===== src/hw/rail_cfg_map.svh =====
// Purpose: offsets, field positions, masks and times of the rail config bank
// Assumes: included by rail_config_register_bank, host_model and testbench
// Notes: most values here are used by name; the bank decodes register codes as offsets from CMD_BASE
//
// Summary of operation
// spread bit seven enables frequency spreading
// spread bit four picks five or ten percent
// spread bit zero picks 4.5kHz or 9kHz
// comm failure drops power ok unless flag-only
// crc failure drops power ok unless flag-only
// protection bit zero allows optional check byte
// power ok release delay: 0,2,5,10ms
// power ok bit zero picks window width
// two-bit gate drive strength, low to high
// light-load bit one enables output discharge
// light-load bit zero picks ccm or dcm
// turn-on delay is count times unit
// turn-off delay is count times unit
// delay unit 0.25ms or 2.5ms
// frequency bit one picks 2.2 or 3.3MHz
// frequency bit zero picks 100 or 125%
// input start field selects start level
// input stop field selects stop level
// host never mixes lockout with other levels
// address register low nibble gives address bits
// config access only on all-rails page
// page all ones, 0..3 valid, others ignored
// target-only bus endpoint, up to 1Mbps
// reserved bits read zero, fields hold
`ifndef RAIL_CFG_MAP_SVH
`define RAIL_CFG_MAP_SVH

// command codes
`define CMD_PAGE 8'h00
`define CMD_CLEAR 8'h03
`define CMD_BASE 8'hC4
`define CMD_SPREAD 8'hC4
`define CMD_FAULT_MAP 8'hC5
`define CMD_PKT_CHECK 8'hCB
`define CMD_PG_CFG 8'hCC
`define CMD_DRIVE 8'hCD
`define CMD_LIGHT 8'hCE
`define CMD_SEQ 8'hCF
`define CMD_UNIT 8'hD0
`define CMD_FREQ 8'hD1
`define CMD_VIN 8'hD2
`define CMD_ADDR 8'hD3

// page values
`define PAGE_ALL 8'hFF
`define PAGE_LAST_RAIL 8'h03
`define PAGE_RESET 8'hFF

// writable-bit masks per register index (code minus base)
`define MASK_SPREAD 8'h91
`define MASK_FAULT_MAP 8'h0C
`define MASK_PKT_CHECK 8'h01
`define MASK_PG_CFG 8'h0F
`define MASK_DRIVE 8'h03
`define MASK_LIGHT 8'h03
`define MASK_SEQ 8'hFF
`define MASK_UNIT 8'h01
`define MASK_FREQ 8'h03
`define MASK_VIN 8'h0F
`define MASK_ADDR 8'h0F
`define MASK_NONE 8'h00
`define REG_RESET 8'h00

// field positions
`define SS_EN_BIT 7
`define SS_RANGE_BIT 4
`define SS_RATE_BIT 0
`define FM_COMM_BIT 3
`define FM_CRC_BIT 2
`define PC_ALLOW_BIT 0
`define PG_LEVEL_BIT 3
`define PG_DLY_HI 2
`define PG_DLY_LO 1
`define PG_WIN_BIT 0
`define LL_DIS_BIT 1
`define LL_MODE_BIT 0
`define UNIT_BIT 0
`define FR_FREQ_BIT 1
`define FR_CURRENT_LIMIT_SEL_BIT 0
`define VIN_LOCKOUT 2'b00

// times and clock
`define CLK_MHZ 20
`define UNIT_SHORT_US 250
`define UNIT_LONG_US 2500
`define PG_DLY_A_US 2000
`define PG_DLY_B_US 5000
`define PG_DLY_C_US 10000

`endif


===== src/hw/rail_cfg_pkg.sv =====
// Purpose: types shared by the rail config bank and its users
// Assumes: nothing
// Notes: command and config outputs travel as packed structs
package rail_cfg_pkg;
    // one command from the serial protocol engine
    typedef struct packed {
        logic wr;         // write strobe, one cycle
        logic rd;         // read strobe, one cycle
        logic [7:0] code; // command code
        logic [7:0] data; // write data byte
    } cmd_type;

    // settings driven to the analog side
    typedef struct packed {
        logic spread_enable;
        logic spread_range_sel;
        logic spread_rate_sel;
        logic packet_check_allow;
        logic power_ok_level_sel;
        logic power_ok_window_sel;
        logic [1:0] driver_strength_sel;
        logic output_discharge_en;
        logic light_mode_dcm;
        logic switch_freq_sel;
        logic current_limit_sel;
        logic [1:0] input_start_sel;
        logic [1:0] input_stop_sel;
        logic [3:0] bus_address_bits;
    } cfg_type;

    // turn-on/turn-off sequencer states
    typedef enum logic [3:0] {
        SEQ_OFF = 4'b0001,
        SEQ_ON_WAIT = 4'b0010,
        SEQ_ON = 4'b0100,
        SEQ_OFF_WAIT = 4'b1000
    } seq_state_type;
endpackage


===== src/hw/rail_config_register_bank.sv =====
// Purpose: all-rails configuration bank with power-ok and sequencing
// Assumes: commands arrive decoded from the serial engine, synchronous
// Notes: the bank only answers; it never starts a bus transfer
`timescale 1ns/100ps
`include "rail_cfg_map.svh"

module rail_config_register_bank #(
    parameter int UNIT_SHORT_CYC = `UNIT_SHORT_US * `CLK_MHZ,
    parameter int UNIT_LONG_CYC = `UNIT_LONG_US * `CLK_MHZ,
    parameter int PG_DLY_A_CYC = `PG_DLY_A_US * `CLK_MHZ,
    parameter int PG_DLY_B_CYC = `PG_DLY_B_US * `CLK_MHZ,
    parameter int PG_DLY_C_CYC = `PG_DLY_C_US * `CLK_MHZ
) (
    input wire logic clk,
    input wire logic rst,
    input rail_cfg_pkg::cmd_type cmd,
    input wire logic comm_fail,
    input wire logic crc_fail,
    input wire logic power_ok_raw,
    input wire logic rail_on_req,
    output logic [7:0] rd_data,
    output logic rd_valid,
    output logic cmd_refused,
    output logic comm_fail_seen,
    output logic crc_fail_seen,
    output logic power_ok_out,
    output logic rail_en,
    output rail_cfg_pkg::cfg_type cfg
);
    import rail_cfg_pkg::*;

    localparam int NREG = 16; // indices base..base+15
    localparam int CW = 20;   // counter width, holds the longest count

    // parameter sanity
    generate
        if (UNIT_SHORT_CYC < 1 || UNIT_LONG_CYC < 1 ||
            UNIT_LONG_CYC >= (1 << CW) || PG_DLY_A_CYC < 1 ||
            PG_DLY_B_CYC < 1 || PG_DLY_C_CYC >= (1 << CW)) begin : g_bad
            $error("rail bank: cycle count parameter out of range");
        end
    endgenerate

    // writable mask per index, zero for unmapped codes
    localparam logic [7:0] MASKS [NREG] = '{
        `MASK_SPREAD, `MASK_FAULT_MAP, `MASK_NONE, `MASK_NONE,
        `MASK_NONE, `MASK_NONE, `MASK_NONE, `MASK_PKT_CHECK,
        `MASK_PG_CFG, `MASK_DRIVE, `MASK_LIGHT, `MASK_SEQ,
        `MASK_UNIT, `MASK_FREQ, `MASK_VIN, `MASK_ADDR};

    logic [7:0] regs_q [NREG]; // config storage
    logic [7:0] page_q;        // page selection
    logic [7:0] offs;          // code minus base
    logic [3:0] idx;           // register index
    logic in_bank;             // code maps to a config register
    logic page_all;            // all-rails page selected
    logic vin_mixed;           // start/stop write mixes lockout
    logic wr_ok;               // config write accepted
    logic page_wr_ok;          // page write accepted
    logic refuse;              // access not honoured

    // decode
    always_comb begin
        offs = cmd.code - `CMD_BASE;
        idx = offs[3:0];
        in_bank = (cmd.code >= `CMD_BASE) && (offs < 8'(NREG)) &&
                  (MASKS[idx] != `MASK_NONE);
        page_all = (page_q == `PAGE_ALL);
        // lockout must be on both fields or on neither
        vin_mixed = (cmd.code == `CMD_VIN) &&
            ((cmd.data[3:2] == `VIN_LOCKOUT) !=
             (cmd.data[1:0] == `VIN_LOCKOUT));
    end

    // acceptance
    always_comb begin
        wr_ok = cmd.wr && in_bank && page_all && !vin_mixed;
        page_wr_ok = cmd.wr && (cmd.code == `CMD_PAGE) &&
            ((cmd.data <= `PAGE_LAST_RAIL) || (cmd.data == `PAGE_ALL));
        refuse = (cmd.wr || cmd.rd) && (cmd.code != `CMD_PAGE) &&
                 (cmd.code != `CMD_CLEAR) && !(in_bank && page_all) ||
                 (cmd.wr && vin_mixed) ||
                 (cmd.wr && (cmd.code == `CMD_PAGE) && !page_wr_ok);
    end

    // page register, bad values leave it unchanged
    always_ff @(posedge clk or posedge rst) begin
        if (rst) begin
            page_q <= `PAGE_RESET;
        end else if (page_wr_ok) begin
            page_q <= cmd.data;
        end
    end

    // one byte register per index; reserved bits never store
    genvar gi;
    generate
        for (gi = 0; gi < NREG; gi++) begin : g_reg
            always_ff @(posedge clk or posedge rst) begin
                if (rst) begin
                    regs_q[gi] <= `REG_RESET;
                end else if (wr_ok && idx == 4'(gi)) begin
                    regs_q[gi] <= cmd.data & MASKS[gi];
                end
            end
        end
    endgenerate

    // read answer one cycle after the strobe; the bank only responds
    always_ff @(posedge clk or posedge rst) begin
        if (rst) begin
            rd_data <= `REG_RESET;
            rd_valid <= 1'b0;
            cmd_refused <= 1'b0;
        end else begin
            rd_valid <= cmd.rd;
            cmd_refused <= refuse;
            if (cmd.rd) begin
                if (cmd.code == `CMD_PAGE) begin
                    rd_data <= page_q;
                end else if (in_bank && page_all) begin
                    rd_data <= regs_q[idx] & MASKS[idx];
                end else begin
                    rd_data <= `REG_RESET;
                end
            end
        end
    end

    // config outputs straight from storage
    always_comb begin
        cfg.spread_enable = regs_q[0][`SS_EN_BIT];
        cfg.spread_range_sel = regs_q[0][`SS_RANGE_BIT];
        cfg.spread_rate_sel = regs_q[0][`SS_RATE_BIT];
        cfg.packet_check_allow = regs_q[7][`PC_ALLOW_BIT];
        cfg.power_ok_level_sel = regs_q[8][`PG_LEVEL_BIT];
        cfg.power_ok_window_sel = regs_q[8][`PG_WIN_BIT];
        cfg.driver_strength_sel = regs_q[9][1:0];
        cfg.output_discharge_en = regs_q[10][`LL_DIS_BIT];
        cfg.light_mode_dcm = regs_q[10][`LL_MODE_BIT];
        cfg.switch_freq_sel = regs_q[13][`FR_FREQ_BIT];
        cfg.current_limit_sel = regs_q[13][`FR_CURRENT_LIMIT_SEL_BIT];
        cfg.input_start_sel = regs_q[14][3:2];
        cfg.input_stop_sel = regs_q[14][1:0];
        cfg.bus_address_bits = regs_q[15][3:0];
    end

    // sticky fault flags; a new fault beats a clear in the same cycle
    always_ff @(posedge clk or posedge rst) begin
        if (rst) begin
            comm_fail_seen <= 1'b0;
            crc_fail_seen <= 1'b0;
        end else begin
            comm_fail_seen <= comm_fail ||
                (comm_fail_seen && !(cmd.wr && cmd.code == `CMD_CLEAR));
            crc_fail_seen <= crc_fail ||
                (crc_fail_seen && !(cmd.wr && cmd.code == `CMD_CLEAR));
        end
    end

    logic comm_holds_low; // mapped comm fault forces power ok low
    logic crc_holds_low;  // mapped crc fault forces power ok low
    logic [CW-1:0] pg_target; // release delay in cycles
    logic [CW-1:0] pg_cnt_q;  // release delay counter
    logic pg_rel_q;           // raw power ok released

    // fault mapping onto power ok
    always_comb begin
        comm_holds_low = comm_fail_seen && !regs_q[1][`FM_COMM_BIT];
        crc_holds_low = crc_fail_seen && !regs_q[1][`FM_CRC_BIT];
        case (regs_q[8][`PG_DLY_HI:`PG_DLY_LO])
            2'b00: pg_target = '0;
            2'b01: pg_target = CW'(PG_DLY_A_CYC);
            2'b10: pg_target = CW'(PG_DLY_B_CYC);
            default: pg_target = CW'(PG_DLY_C_CYC);
        endcase
    end

    // release delay; loss of power ok drops at once
    always_ff @(posedge clk or posedge rst) begin
        if (rst) begin
            pg_cnt_q <= '0;
            pg_rel_q <= 1'b0;
        end else if (!power_ok_raw) begin
            pg_cnt_q <= '0;
            pg_rel_q <= 1'b0;
        end else if (!pg_rel_q) begin
            if (pg_cnt_q >= pg_target) begin
                pg_rel_q <= 1'b1;
            end else begin
                pg_cnt_q <= pg_cnt_q + 1'b1;
            end
        end
    end

    assign power_ok_out = pg_rel_q && power_ok_raw &&
                          !comm_holds_low && !crc_holds_low;

    seq_state_type seq_q;   // sequencer state
    logic [CW-1:0] pre_q;   // cycles within one delay unit
    logic [3:0] units_q;    // units elapsed
    logic [CW-1:0] unit_cyc; // selected unit length
    logic unit_tick;        // one unit completed

    // delay unit selection
    always_comb begin
        unit_cyc = regs_q[12][`UNIT_BIT] ? CW'(UNIT_LONG_CYC)
                                         : CW'(UNIT_SHORT_CYC);
        unit_tick = (pre_q == unit_cyc - 1'b1);
    end

    // turn-on/turn-off sequencer
    always_ff @(posedge clk or posedge rst) begin
        if (rst) begin
            seq_q <= SEQ_OFF;
            pre_q <= '0;
            units_q <= '0;
        end else begin
            case (seq_q)
                SEQ_OFF: begin
                    pre_q <= '0;
                    units_q <= '0;
                    if (rail_on_req) begin
                        seq_q <= SEQ_ON_WAIT;
                    end
                end
                SEQ_ON_WAIT: begin
                    if (!rail_on_req) begin
                        seq_q <= SEQ_OFF;
                    end else if (units_q == regs_q[11][7:4]) begin
                        seq_q <= SEQ_ON;
                    end else if (unit_tick) begin
                        pre_q <= '0;
                        units_q <= units_q + 1'b1;
                    end else begin
                        pre_q <= pre_q + 1'b1;
                    end
                end
                SEQ_ON: begin
                    pre_q <= '0;
                    units_q <= '0;
                    if (!rail_on_req) begin
                        seq_q <= SEQ_OFF_WAIT;
                    end
                end
                SEQ_OFF_WAIT: begin
                    if (rail_on_req) begin
                        seq_q <= SEQ_ON;
                    end else if (units_q == regs_q[11][3:0]) begin
                        seq_q <= SEQ_OFF;
                    end else if (unit_tick) begin
                        pre_q <= '0;
                        units_q <= units_q + 1'b1;
                    end else begin
                        pre_q <= pre_q + 1'b1;
                    end
                end
                default: seq_q <= SEQ_OFF;
            endcase
        end
    end

    assign rail_en = (seq_q == SEQ_ON) || (seq_q == SEQ_OFF_WAIT);

    // checks
    property p_reserved_zero;
        @(posedge clk) disable iff (rst)
        cmd.rd && in_bank && page_all |=> (rd_data & ~MASKS[$past(idx)]) == 0;
    endproperty
    a_reserved_zero: assert property (p_reserved_zero)
        else $error("reserved bits read nonzero");

    property p_page_gate;
        @(posedge clk) disable iff (rst)
        cmd.wr && cmd.code == `CMD_SPREAD && !page_all
        |=> $stable(cfg.spread_enable) && $stable(cfg.spread_rate_sel);
    endproperty
    a_page_gate: assert property (p_page_gate)
        else $error("config written off the all-rails page");

    property p_page_ignore;
        @(posedge clk) disable iff (rst)
        cmd.wr && cmd.code == `CMD_PAGE && cmd.data > `PAGE_LAST_RAIL &&
        cmd.data != `PAGE_ALL |=> $stable(page_q) && cmd_refused;
    endproperty
    a_page_ignore: assert property (p_page_ignore)
        else $error("invalid page value took effect");

    property p_spread_write;
        @(posedge clk) disable iff (rst)
        cmd.wr && cmd.code == `CMD_SPREAD && page_all
        |=> cfg.spread_enable == $past(cmd.data[`SS_EN_BIT]) &&
            cfg.spread_range_sel == $past(cmd.data[`SS_RANGE_BIT]);
    endproperty
    a_spread_write: assert property (p_spread_write)
        else $error("spread settings not taken");

    property p_comm_pg;
        @(posedge clk) disable iff (rst)
        comm_fail && !regs_q[1][`FM_COMM_BIT] |=> !power_ok_out;
    endproperty
    a_comm_pg: assert property (p_comm_pg)
        else $error("comm failure did not drop power ok");

    property p_crc_pg;
        @(posedge clk) disable iff (rst)
        crc_fail |=> crc_fail_seen && (regs_q[1][`FM_CRC_BIT] || !power_ok_out);
    endproperty
    a_crc_pg: assert property (p_crc_pg)
        else $error("crc failure mapping wrong");

    property p_pg_drop;
        @(posedge clk) disable iff (rst)
        !power_ok_raw |=> !pg_rel_q;
    endproperty
    a_pg_drop: assert property (p_pg_drop)
        else $error("power ok not dropped at once");

    property p_pg_wait;
        @(posedge clk) disable iff (rst)
        $rose(power_ok_raw) && regs_q[8][`PG_DLY_HI:`PG_DLY_LO] != 2'b00
        |=> !pg_rel_q [*8];
    endproperty
    a_pg_wait: assert property (p_pg_wait)
        else $error("power ok released before its delay");

    property p_seq_on_now;
        @(posedge clk) disable iff (rst)
        seq_q == SEQ_OFF && rail_on_req && regs_q[11][7:4] == 4'h0
        |=> ##1 rail_en;
    endproperty
    a_seq_on_now: assert property (p_seq_on_now)
        else $error("zero turn-on delay not honoured");

    c_page_select: cover property (@(posedge clk) disable iff (rst)
        page_wr_ok ##1 wr_ok);
    c_rail_cycle: cover property (@(posedge clk) disable iff (rst)
        seq_q == SEQ_OFF_WAIT ##1 seq_q == SEQ_OFF);
    c_pg_release: cover property (@(posedge clk) disable iff (rst)
        $rose(power_ok_out));
endmodule


===== config.mk =====
export PLATFORM = sky130hd
export DESIGN_NAME = rail_config_register_bank
export DESIGN_NICKNAME = d
export VERILOG_FILES = /design/src/hw/rail_cfg_pkg.sv /design/src/hw/rail_config_register_bank.sv
export VERILOG_INCLUDE_DIRS = /design/src /design/src/hw
export SDC_FILE = /design/constraint.sdc
export NUM_CORES = 1
export LEC_CHECK = 0
export ABC_CLOCK_PERIOD_IN_PS = 9400
export BUFFER_PORTS_ARGS = -buffer_cell sky130_fd_sc_hd__buf_4
export CAP_MARGIN = 20
export CORE_ASPECT_RATIO = 1.4
export CORE_UTILIZATION = 30
export DETAILED_ROUTE_END_ITERATION = 6
export SYNTH_ARGS = -nofsm -noshare
export SYNTH_HDL_FRONTEND = slang
export SYNTH_SLANG_ARGS = --single-unit

===== constraint.sdc =====
create_clock -name clk -period 9.4 [get_ports clk]
set_input_delay 1.41 -clock clk [delete_from_list [all_inputs] [get_ports clk]]
set_output_delay 1.41 -clock clk [all_outputs]
set_load 0.01 [all_outputs]

# Word-level counts from Yosys, hierarchy flattened
# Memory sizes are Yosys's and may differ from the RTL's.
# Cells that the tools add are included.
classes:
  addsub: 5
  order_cmp: 5
  n_eq_ne: 35
  n_mux: 34
  n_bitwise: 2
  n_reduce_logical: 60
ops:
  columns: ["operator", "count"]
  rows:
  - ["2-to-1 mux 20 bit", 8]
  - ["one-hot mux 20 bit (3 select lines)", 1]
  - ["one-hot mux 18 bit (3 select lines)", 1]
  - ["2-to-1 mux 8 bit", 6]
  - ["2-to-1 mux 4 bit", 11]
  - ["adder 20 x 1 -> 20 bit, second input constant", 2]
  - ["== test 4 bit, second input constant", 9]
  - ["logical AND 1 bit", 33]
  - ["binary-select mux 8 bit (select 4 bit)", 1]
  - ["== test 8 bit, second input constant", 3]
  - ["== test 20 bit", 1]
  - ["greater-or-equal comparator 20 bit", 1]
  - ["subtractor 16 x 1 -> 17 bit, second input constant", 1]
  - ["2-to-1 mux 16 bit", 1]
  - ["inequality test 2 bit, second input constant", 8]
  - ["one-hot mux 4 bit (4 select lines)", 1]
  - ["nonzero test 8 bit", 2]
  - ["one-hot mux 4 bit (3 select lines)", 1]
  - ["AND 8 bit", 1]
  - ["== test 4 x 1 -> 1 bit, second input constant", 2]
  - ["== test 4 x 3 -> 1 bit, second input constant", 2]
  - ["== test 4 bit", 2]
  - ["== test 8 x 2 -> 1 bit, second input constant", 1]
  - ["greater-or-equal comparator 8 bit, second input constant", 1]
  - ["23 further kinds", 41]
totals:
  regBits: 102
  mem_bits_ro: 128
  input_bits: 24
  output_inout_bits: 34
  wordCells: 164
  n_memories: 1
memory_table:
  columns: ["name", "depth", "width", "rd", "rd_ports_with_merged_regs", "write_ports", "line", "source"]
  rows:
  - ["(no name shown)", 16, 8, 1, 0, 0, "rail_config_register_bank.sv:122", "rd_data <= regs_q[idx] & MASKS[idx];"]

# Depth between registers and ports, before layout
# Gate-level depths: netlist of the first run.
logic_depth:
  word_depth: 12
  depth_mapped: 12
  depth_no_buf: 10

# Least setup slack after synthesis of the first run
# OpenSTA, ideal clock, no wires.
synth_path:
  kind: "input to register"
  start: "input cmd[10] (netlist bit)"
  end: "register regs_q (netlist bit cfg[17])"
  setup_time_ns: 0.128
  arrival_ns: 3.676
  required_ns: 9.272
  setup_slack_ns: 5.596
  path_stages: 10
  path_buffers: 2
  cell_sequence: "buf_1 -> clkinv_1 -> ha_1 -> nor2_1 -> nand3_1 -> a221oi_2 -> and3_1 -> buf_4 -> nand3_1 -> mux2_1"
synth_via:
  elab_chain_len: 11
  word_cells_on_any_way: 18
  cone_classes: "add/sub: 1; order compare: 2; eq/ne: 1; mux: 2; bitwise: 1; reduce/logical: 10; memory: 1"
synth_lines:
  columns: ["element", "line", "source"]
  rows:
  - ["start, declared", "rail_config_register_bank.sv:16", "input rail_cfg_pkg::cmd_type cmd,"]
  - ["subtractor 8 bit (no line)", null, null]
  - ["NOT 4 -> 5 bit (not written as such)", "rail_config_register_bank.sv:67", "(MASKS[idx] != `MASK_NONE);"]
  - ["memory read (16 x 8 bit)", null, null]
  - ["2-to-1 mux 8 bit (2 in a row)", null, null]
  - ["nonzero test 8 bit (no line)", null, null]
  - ["logical AND 1 bit", "rail_config_register_bank.sv:66", "in_bank = (cmd.code >= `CMD_BASE) && (offs < 8'(NREG)) &&"]
  - ["logical AND 1 bit (3 in a row)", "rail_config_register_bank.sv:77", "wr_ok = cmd.wr && in_bank && page_all && !vin_mixed;"]
  - ["logical AND 1 bit *", "rail_config_register_bank.sv:102", "end else if (wr_ok && idx == 4'(gi)) begin"]
  - ["end signal, assigned by index", "rail_config_register_bank.sv:101", "regs_q[gi] <= `REG_RESET;"]
  - ["end signal, assigned by index", "rail_config_register_bank.sv:103", "regs_q[gi] <= cmd.data & MASKS[gi];"]
  - ["end, declared", "rail_config_register_bank.sv:51", "logic [7:0] regs_q [NREG];"]
# Mark *: on every way between the ends. The rest lies on a longest branch, timed or not. The select of a mux whose other input is x is not followed.
# A chain may end at the register's enable or synchronous reset.

# Worst setup path after layout of the first run
layout_path:
  start: "input cmd[10] (netlist bit)"
  end: "register regs_q (netlist bit cfg[18])"
# The elaborated chain is that of the path after synthesis.

==> flow_metrics.py, run 1 <==
metrics = {
    "place": {
        "place_ws_ns": 5.06,
        "port_buffers": 57,
        "place_hpwl_um": 11700,
        "place.gp.congestion": 0.872,
        "placed_area_sq_um": 6560,
    },
    "setup_path": {
        "critical_path_class": "input pin to register",
        "cp_cell_sequence": "buf_4 -> clkinv_1 -> ha_1 -> a221oi_2 -> and3_1 -> nand3_1 -> mux2_1",
        "endpoint_kind": "register",
        "critical_path.max_fanout": 16,
        "start_kind": "input pin",
        "required_ns": 9.63,
        "arrival_ns": 4.24,
        "cp_slowest_cell": "a221oi_2",
        "slowest_delay_ns": 0.59,
    },
    "logic_synthesis": {
        "ys_types": 59,
        "synth-seq-cells": 102,
        "yosysSeqAreaShare": 0.423,
        "yosysWarnings": 0,
        "syn_area_per_cell_sq_um": 9.61,
        "syn_area_sq_um": 6060,
        "synth-main-ff-cell": "dfrtp_1",
        "ys_top_cells_by_count": "dfrtp_1, nand2_1, o21ai_0",
        "yosys.area.top_type_share": 0.384,
        "synth-edff-count": 0,
        "synthTopCellsByArea": "dfrtp_1, ha_1, mux2_1, dfstp_2, o21ai_0",
        "synth_most_common_cell": "dfrtp_1",
        "ys_async_sr_fraction": 1.00,
        "yosys.area.top_type": "dfrtp_1",
        "postSynthCellCount": 630,
        "syn-num-nets": 683,
    },
    "cts": {
        "numCtsBuffers": 9,
        "cts_tree": "built",
        "post_cts.repair.setup_buffers": 0,
        "htree_levels": 3,
        "clk-insertion-delay-late_ns": 0.35,
        "post_cts_resized": 0,
        "clock-sinks": 102,
        "cts_root_buf": "clkbuf_16",
        "path_clk_slew_ns": 0.07,
        "cts_max_path_buffers": 2,
        "hold_buffers": 0,
    },
    "power_and_ir_drop": {
        "leakage_nw": 2.89,
        "peakVddDrop_mv": 0.0837,
        "pwr_density_cell_nw_per_um2": 154,
    },
    "routing": {
        "viasPerCell": 5.37,
        "wl_um": 15900,
        "first_iter_violations": 232,
        "drc": 0,
        "num_vias": 4879,
        "drtPass1Iterations": 6,
        "post_drt_wl_per_cell_um": 17.5,
        "postRouteAntennaNets": 0,
    },
    "floorplan": {
        "die_h_um": 170,
        "dieWidth_um": 122,
        "io_pins": 58,
        "start_util": 0.305,
        "die-area_sq_um": 20800,
        "core_area_sq_um": 19800,
        "num_rows": 61,
    },
    "global_route": {
        "antenna_found_initial": 0,
        "grt_pass1_wl_um": 25500,
        "grt_overflow": 0,
        "grt_pass1_vias": 4768,
        "grt_max_degree": 62,
        "grtUsageTotal": 0.160,
    },
    "final_layout": {
        "nFillCells": 2055,
        "nNetsFinal": 705,
        "drive_above_1_share": 0.166,
        "area_growth_pct": 12.7,
        "final_area_sq_um": 6830,
        "final_util": 0.344,
        "diodes": 0,
    },
    "sta": {
        "max_clock_freq_mhz": 250,
        "tns_ns": 0,
        "rsz0062_at_grt": "no",
        "fin_ws_ns": 5.39,
        "tightest_slew_ns": 0.785,
        "setup_violations": 0,
        "hold_viol_final": 0,
        "max_slew_margin": 0.477,
        "min_period_ns": 4.01,
        "slew_violations": 0,
        "whs_ns": 0.474,
        "finalCritPeriodShare": 0.426,
        "finalClockSkew_ns": 0.00718,
    },
    "worst_hold_path": {
        "hold_class": "register to register",
    },
    "job": {
        "drv_cap": 0,
    },
    "outcome": {
        "status": "finished clean",
    },
}
[worst max-delay path, delay by kind of cell]
family / cells / cell delay (ns)
muxes: 1 / 0.36
and+or+nand+nor: 2 / 0.80
buffers and inverters: 2 / 0.48
AOI/OAI and AO/OA: 1 / 0.59
adders and majority gates: 1 / 0.58
[flip-flops by register name, indices dropped and copies added (netlist names)]
signal          flops
rd_data             8
pre_q              20
crc_fail_seen       1
regs_q             13
rd_valid            1
page_q              8
units_q             4
cmd_refused         1
cfg                20
pg_cnt_q           20
pg_rel_q            1
comm_fail_seen      1
seq_q               4
[per-stage QoR]
| stage | std cells | power (mW) |
|---|---|---|
| 2_1_floorplan | 630 | 0.645 |
| 3_3_place_gp | 893 | 0.708 |
| 3_5_place_dp | 893 | 0.709 |
| 4_1_cts | 908 | 1.06 |
| 5_1_grt | 908 | 1.11 |
| 6_report | 908 | 1.05 |
[layout by cell type, fill, tap and decap left out, drive strengths merged, types with 7 or more instances in the layout]
cell type / n
o31ai: 20
mux2: 37
nor4: 10
dfstp: 9
o21ai: 43
nor3: 14
and3: 7
ha: 29
nand3: 34
dfrtp: 93
or4: 10
inv: 21
xnor2: 7
a22oi: 7
nand2b: 8
nand2: 53
nor2: 39
nand4: 12
buf: 61
or3: 9
clkbuf: 14
a21oi: 35
[power by group]
part,switching (mW),internal (mW),total [mW]
clock,0.160,0.193,0.353
sequential,0.0260,0.456,0.482
combinational,0.143,0.0754,0.218
total,0.329,0.725,1.05
[metal layers]
metal  vias to the layer above  GRT usage  routed length, um
met5                         -          0                  0
met4                         0     0.0758                319
met3                        21     0.0214                494
met2                        87      0.280               8330
met1                      2426      0.190               6720
li1                       2345          -                  -
[cell type report]
cell class,count,area [sq um],area share
Inverter,23,88.8,0.0130
Clock buffer,14,264,0.0387
Multi-Input combinational cell,455,3130,0.459
Timing Repair Buffer,61,458,0.0671
Sequential cell,102,2560,0.375
Tap cell,252,315,0.0462
Clock inverter,1,5.00,0.000733
[final timing paths]
kind / startpoint / end / slack [ns] / cells past startpoint
max: cmd[10] / cfg[18] / 5.39 / 7
min: page_q[2] / page_q[2] / 0.47 / 2
max reg2reg: pre_q[0] / pre_q[11] / 6.36 / 7
min reg2reg: page_q[2] / page_q[2] / 0.47 / 2
max in group asynchronous: rst / cfg[16] / 7.09 / 3
min in group asynchronous: rst / pre_q[4] / 1.11 / 2
[logic make-up (layout without fill, tap and decap cells)]
| logic type | count (synthesis) | count (layout) | synth area share |
|---|---|---|---|
| and+or+nand+nor | 225 | 225 | 0.198 |
| AOI/OAI and AO/OA | 145 | 145 | 0.154 |
| DFF | 102 | 102 | 0.423 |
| buffers and inverters | 73 | 99 | 0.0612 |
| muxes | 44 | 44 | 0.0866 |
| adders and majority gates | 29 | 29 | 0.0599 |
| xor gates and xnor gates | 12 | 12 | 0.0174 |
(Power assumes the default switching activity.)
==> run 2, diff against run 1 <==
--- a/config.mk
+++ b/config.mk
@@ -6,7 +6,7 @@
 export SDC_FILE = /design/constraint.sdc
 export NUM_CORES = 1
 export LEC_CHECK = 0
-export ABC_CLOCK_PERIOD_IN_PS = 9400
+export ABC_CLOCK_PERIOD_IN_PS = 3600
 export BUFFER_PORTS_ARGS = -buffer_cell sky130_fd_sc_hd__buf_4
 export CAP_MARGIN = 20
 export CORE_ASPECT_RATIO = 1.4
==> constraint.sdc (replaced) <==
create_clock -name clk -period 3.6 [get_ports clk]
set_input_delay 0.54 -clock clk [delete_from_list [all_inputs] [get_ports clk]]
set_output_delay 0.54 -clock clk [all_outputs]
set_load 0.01 [all_outputs]
==> flow_metrics.py, run 2 (synthesis gave the netlist of run 1 again) <==
metrics = {
    "sta": {
        "min_period_ns": 2.81,
        "slew_violations": 0,
        "finalCritPeriodShare": 0.782,
        "tightest_slew_ns": 0.804,
        "fin_ws_ns": 0.785,
        "setup_violations": 0,
        "max_slew_margin": 0.464,
        "finalClockSkew_ns": 0.0109,
        "whs_ns": 0.341,
        "rsz0062_at_grt": "no",
        "tns_ns": 0,
        "max_clock_freq_mhz": 355,
        "hold_viol_final": 0,
    },
    "job": {
        "drv_cap": 0,
    },
    "setup_path": {
        "endpoint_kind": "register",
        "cp_slowest_cell": "or4_1",
        "r2r_cells": 11,
        "startpoint": "regs_q[58]",
        "start_kind": "register",
        "reg2reg_slack_ns": 0.79,
        "critical_path.max_fanout": 36,
        "rr_startpoint": "regs_q[58]",
        "critical_path_class": "register to register",
        "arrival_ns": 3.09,
        "slowest_delay_ns": 0.52,
        "r2r-end": "pg_cnt_q[16]",
        "cp_cell_sequence": "inv_1 -> ha_1 -> inv_1 -> ha_1 -> or4_1 -> a21oi_1 -> nor4_1 -> a2bb2oi_2 -> buf_4 -> or4_1 -> a21oi_1",
        "required_ns": 3.87,
    },
    "final_layout": {
        "area_growth_pct": 14.8,
        "ff_latch_area_sq_um": 2560,
        "diodes": 0,
        "final_common_cell": "dfrtp_1",
        "multiInputGateArea_sq_um": 3130,
        "nNetsFinal": 714,
        "stdcell_count": 917,
        "nFillCells": 2032,
        "layout_common_cells": "dfrtp_1, buf_4, nand2_1, o21ai_0, nor2_1",
        "drive_above_1_share": 0.182,
        "final_area_sq_um": 6950,
        "final_util": 0.350,
    },
    "floorplan": {
        "core_area_sq_um": 19800,
        "dieWidth_um": 122,
        "start_util": 0.305,
        "die_h_um": 170,
        "die-area_sq_um": 20800,
        "io_pins": 58,
        "num_rows": 61,
    },
    "power_and_ir_drop": {
        "pwr_density_cell_nw_per_um2": 421,
        "total_power_mw": 2.93,
        "peakVddDrop_mv": 0.272,
        "leakage_nw": 2.96,
    },
    "cts": {
        "cts_max_path_buffers": 2,
        "clk-insertion-delay-late_ns": 0.36,
        "cts_root_buf": "clkbuf_16",
        "post_cts.repair.setup_buffers": 0,
        "hold_buffers": 0,
        "clock-sinks": 102,
        "cts_tree": "built",
        "post_cts_resized": 0,
        "path_clk_slew_ns": 0.07,
        "htree_levels": 3,
        "numCtsBuffers": 9,
    },
    "worst_hold_path": {
        "hold_class": "input pin to async pin",
    },
    "routing": {
        "first_iter_violations": 322,
        "postRouteAntennaNets": 0,
        "viasPerCell": 5.36,
        "post_drt_wl_per_cell_um": 17.3,
        "num_vias": 4911,
        "drtPass1Iterations": 5,
        "drc": 0,
        "wl_um": 15900,
    },
    "global_route": {
        "grt_pass1_vias": 4897,
        "grt_overflow": 0,
        "grtUsageTotal": 0.162,
        "antenna_found_initial": 0,
        "grt_pass1_wl_um": 26000,
        "grt_max_degree": 60,
    },
    "place": {
        "place.gp.congestion": 0.840,
        "dp_cells": 902,
        "place_ws_ns": 0.761,
        "port_buffers": 57,
        "placed_area_sq_um": 6630,
        "place_hpwl_um": 11700,
    },
    "outcome": {
        "status": "finished clean",
    },
}
[run 2: changes by cell type in the layout (fill, tap and decap cells not counted)]
cell,before,now
clkbuf_1,3,0
clkinv_2,1,2
buf_4,61,70
bufinv_16,0,2
[run 2: worst max-delay path by stage]
stage | to | slack (ns) | cells past startpoint
6_report | pg_cnt_q[16] | 0.79 | 11
5_1_grt | pg_cnt_q[17] | 0.53 | 11
4_1_cts | pg_cnt_q[16] | 0.78 | 11
3_5_place_dp | regs_q[33] | 0.76 | 9
3_3_place_gp | regs_q[32] | 0.80 | 9
2_1_floorplan | cfg[0] | 0.40 | 1
[run 2: critical path, delay by kind of cell, from the launching register on]
kind                       cells  cell delay [ns]
buffers and inverters          3             0.37
adders and majority gates      2             0.42
AOI/OAI and AO/OA              3             0.45
DFF                            1             0.42
and+or+nand+nor                3             1.06
[run 2: layer usage]
metal	track usage	vias to the layer above	wire (um)
met4	0.0705	0	386
met3	0.0258	26	532
met2	0.280	102	8260
met1	0.196	2416	6670
met5	0	-	0
li1	-	2367	-
[run 2: area by class of cell]
class                           count  share of cell area
Multi-Input combinational cell    455               0.451
Sequential cell                   102               0.369
Timing Repair Buffer               70              0.0756
Tap cell                          252              0.0454
Clock buffer                       11              0.0364
Inverter                           23              0.0128
Clock inverter                      4              0.0101
[run 2: where the power goes]
part	leakage [nW]	switching, mW	total [mW]	internal (mW)
combinational	1.44	0.381	0.600	0.219
sequential	1.36	0.0694	1.26	1.19
clock	0.161	0.425	1.07	0.641
==> run 3, diff against run 2 <==
--- a/config.mk
+++ b/config.mk
@@ -6,7 +6,7 @@
 export SDC_FILE = /design/constraint.sdc
 export NUM_CORES = 1
 export LEC_CHECK = 0
-export ABC_CLOCK_PERIOD_IN_PS = 3600
+export ABC_CLOCK_PERIOD_IN_PS = 2600
 export BUFFER_PORTS_ARGS = -buffer_cell sky130_fd_sc_hd__buf_4
 export CAP_MARGIN = 20
 export CORE_ASPECT_RATIO = 1.4
==> constraint.sdc (replaced) <==
create_clock -name clk -period 2.6 [get_ports clk]
set_input_delay 0.39 -clock clk [delete_from_list [all_inputs] [get_ports clk]]
set_output_delay 0.39 -clock clk [all_outputs]
set_load 0.01 [all_outputs]
==> flow_metrics.py, run 3 (synthesis gave the netlist of run 1 again) <==
metrics = {
    "setup_path": {
        "path_buf_inv": 2,
        "required_ns": 2.87,
        "critical_path.max_fanout": 7,
        "arrival_ns": 2.90,
        "endpoint_kind": "register",
        "r2r-end": "pg_cnt_q[10]",
        "startpoint": "regs_q[57]",
        "worst-path-stages": 10,
        "r2r_cells": 10,
        "cpMostUsedCell": "ha_4",
        "cp-endpoint": "pg_cnt_q[10]",
        "crit_family": "simple AND/OR/NAND/NOR gates",
        "cp_cell_sequence": "ha_4 -> inv_2 -> ha_4 -> or4_4 -> a21oi_4 -> nor4_4 -> a2bb2oi_4 -> clkbuf_16 -> or4b_1 -> a21oi_1",
        "cp_slowest_cell": "or4b_1",
        "start_kind": "register",
        "reg2reg_slack_ns": -0.03,
        "slowest_delay_ns": 0.52,
        "rr_startpoint": "regs_q[57]",
        "critical_path_class": "register to register",
    },
    "floorplan": {
        "dieWidth_um": 122,
        "core_area_sq_um": 19800,
        "num_rows": 61,
        "die_h_um": 170,
        "io_pins": 58,
        "start_util": 0.305,
        "die-area_sq_um": 20800,
    },
    "final_layout": {
        "final_area_sq_um": 7530,
        "nNetsFinal": 744,
        "final_common_cell": "dfrtp_1",
        "area_growth_pct": 24.4,
        "stdcell_count": 947,
        "drive_above_1_share": 0.272,
        "layout_common_cells": "dfrtp_1, buf_4, nand2_1, o21ai_0, nor2_1",
        "diodes": 0,
    },
    "routing": {
        "first_iter_violations": 382,
        "viasPerCell": 5.38,
        "drc": 0,
        "num_vias": 5092,
        "drtPass1Iterations": 4,
        "post_drt_wl_per_cell_um": 16.9,
        "postRouteAntennaNets": 0,
        "wl_um": 16000,
    },
    "sta": {
        "rsz0062_at_grt": "yes",
        "tightest_slew_ns": 0.619,
        "finalClockSkew_ns": 0.00486,
        "whs_ns": 0.178,
        "fin_ws_ns": -0.0328,
        "setup_violations": 3,
        "max_slew_margin": 0.586,
        "hold_viol_final": 0,
        "tns_ns": -0.0732,
        "max_clock_freq_mhz": 380,
        "min_period_ns": 2.63,
        "finalCritPeriodShare": 1.01,
        "slew_violations": 0,
    },
    "place": {
        "placed_area_sq_um": 6850,
        "place.gp.congestion": 0.865,
        "dp_cells": 925,
        "place_hpwl_um": 11200,
        "port_buffers": 57,
    },
    "cts": {
        "hold_buffers": 0,
        "clk-insertion-delay-late_ns": 0.35,
        "cts_root_buf": "clkbuf_16",
        "path_clk_slew_ns": 0.07,
        "clock-sinks": 102,
        "numCtsBuffers": 9,
        "cts_max_path_buffers": 2,
        "cts_tree": "built",
        "htree_levels": 3,
    },
    "power_and_ir_drop": {
        "total_power_mw": 4.04,
        "leakage_nw": 3.19,
        "peakVddDrop_mv": 0.352,
        "pwr_density_cell_nw_per_um2": 536,
    },
    "global_route": {
        "antenna_found_initial": 0,
        "grt_pass1_vias": 4969,
        "grtUsageTotal": 0.159,
        "grt_pass1_wl_um": 25800,
        "grt_overflow": 0,
        "grt_max_degree": 103,
    },
    "worst_hold_path": {
        "hold_class": "input pin to async pin",
    },
    "outcome": {
        "violations": "setup timing",
        "status": "complete, but fails checks",
    },
    "job": {
        "drv_cap": 0,
    },
}
-- run 3: changes by cell type in the layout (fill, tap and decap cells not counted), moves of 4 or more --
| cell | change |
|---|---|
| inv_1 | -5 |
| inv_2 | +4 |
| a21oi_1 | -6 |
| buf_4 | +19 |
| ha_1 | -9 |
| buf_6 | +6 |
| a21oi_2 | +5 |
| ha_4 | +9 |
| nor4_1 | -4 |
| or4_1 | -5 |
| or4_4 | +5 |
-- run 3: report_power, final --
part / internal, mW / switching, mW
clock: 0.839 / 0.611
combinational: 0.324 / 0.533
sequential: 1.65 / 0.0848
-- run 3: layer usage --
metal  routed length (um)  vias to the layer above  global-route usage
met3                  609                       24              0.0255
met4                  411                        0              0.0737
met2                 8230                      119               0.270
met1                 6730                     2521               0.195
li1                     -                     2428                   -
met5                    0                        -                   0
-- run 3: repair_timing --
item,4_1_cts,5_1_grt
endpoints found under the setup margin,14,19
setup buffers,0,6
resized for setup,5,50
gates cloned,1,1
pin swaps,5,30
-- run 3: through the flow --
step                      utilization  setup WS [ns]
after floorplan                     -         0.0267
after detailed placement        0.345        -0.0970
after global placement          0.345       -0.00991
final                           0.380        -0.0328
after CTS                       0.364        -0.0659
after global routing            0.380         -0.111
-- run 3: layout make-up --
type / count / area (sq um)
multi-input combinational: 455 / 3400
timing repair buffer: 100 / 846
tap: 252 / 315
fill: 1972 / 12300
sequential: 102 / 2560
clock inverter: 6 / 86.3
clock buffer: 9 / 225
inverter: 23 / 93.8
-- run 3: how the worst min path moves through the flow --
| stage | from | to | slack, ns | cells after the start |
|---|---|---|---|---|
| 2_1_floorplan | cmd[16] | rd_valid | 0.42 | 0 |
| 3_3_place_gp | page_q[7] | page_q[7] | 0.45 | 2 |
| 3_5_place_dp | page_q[7] | page_q[7] | 0.46 | 2 |
| 4_1_cts | comm_fail | comm_fail_seen | 0.21 | 2 |
| 5_1_grt | comm_fail | comm_fail_seen | 0.20 | 2 |
| 6_report | rst | pre_q[13] | 0.18 | 3 |
-- run 3: worst min-delay path: stages --
cell and delay (ns):
buf_4 0.12, clkinvlp_4 0.07, buf_12 0.39
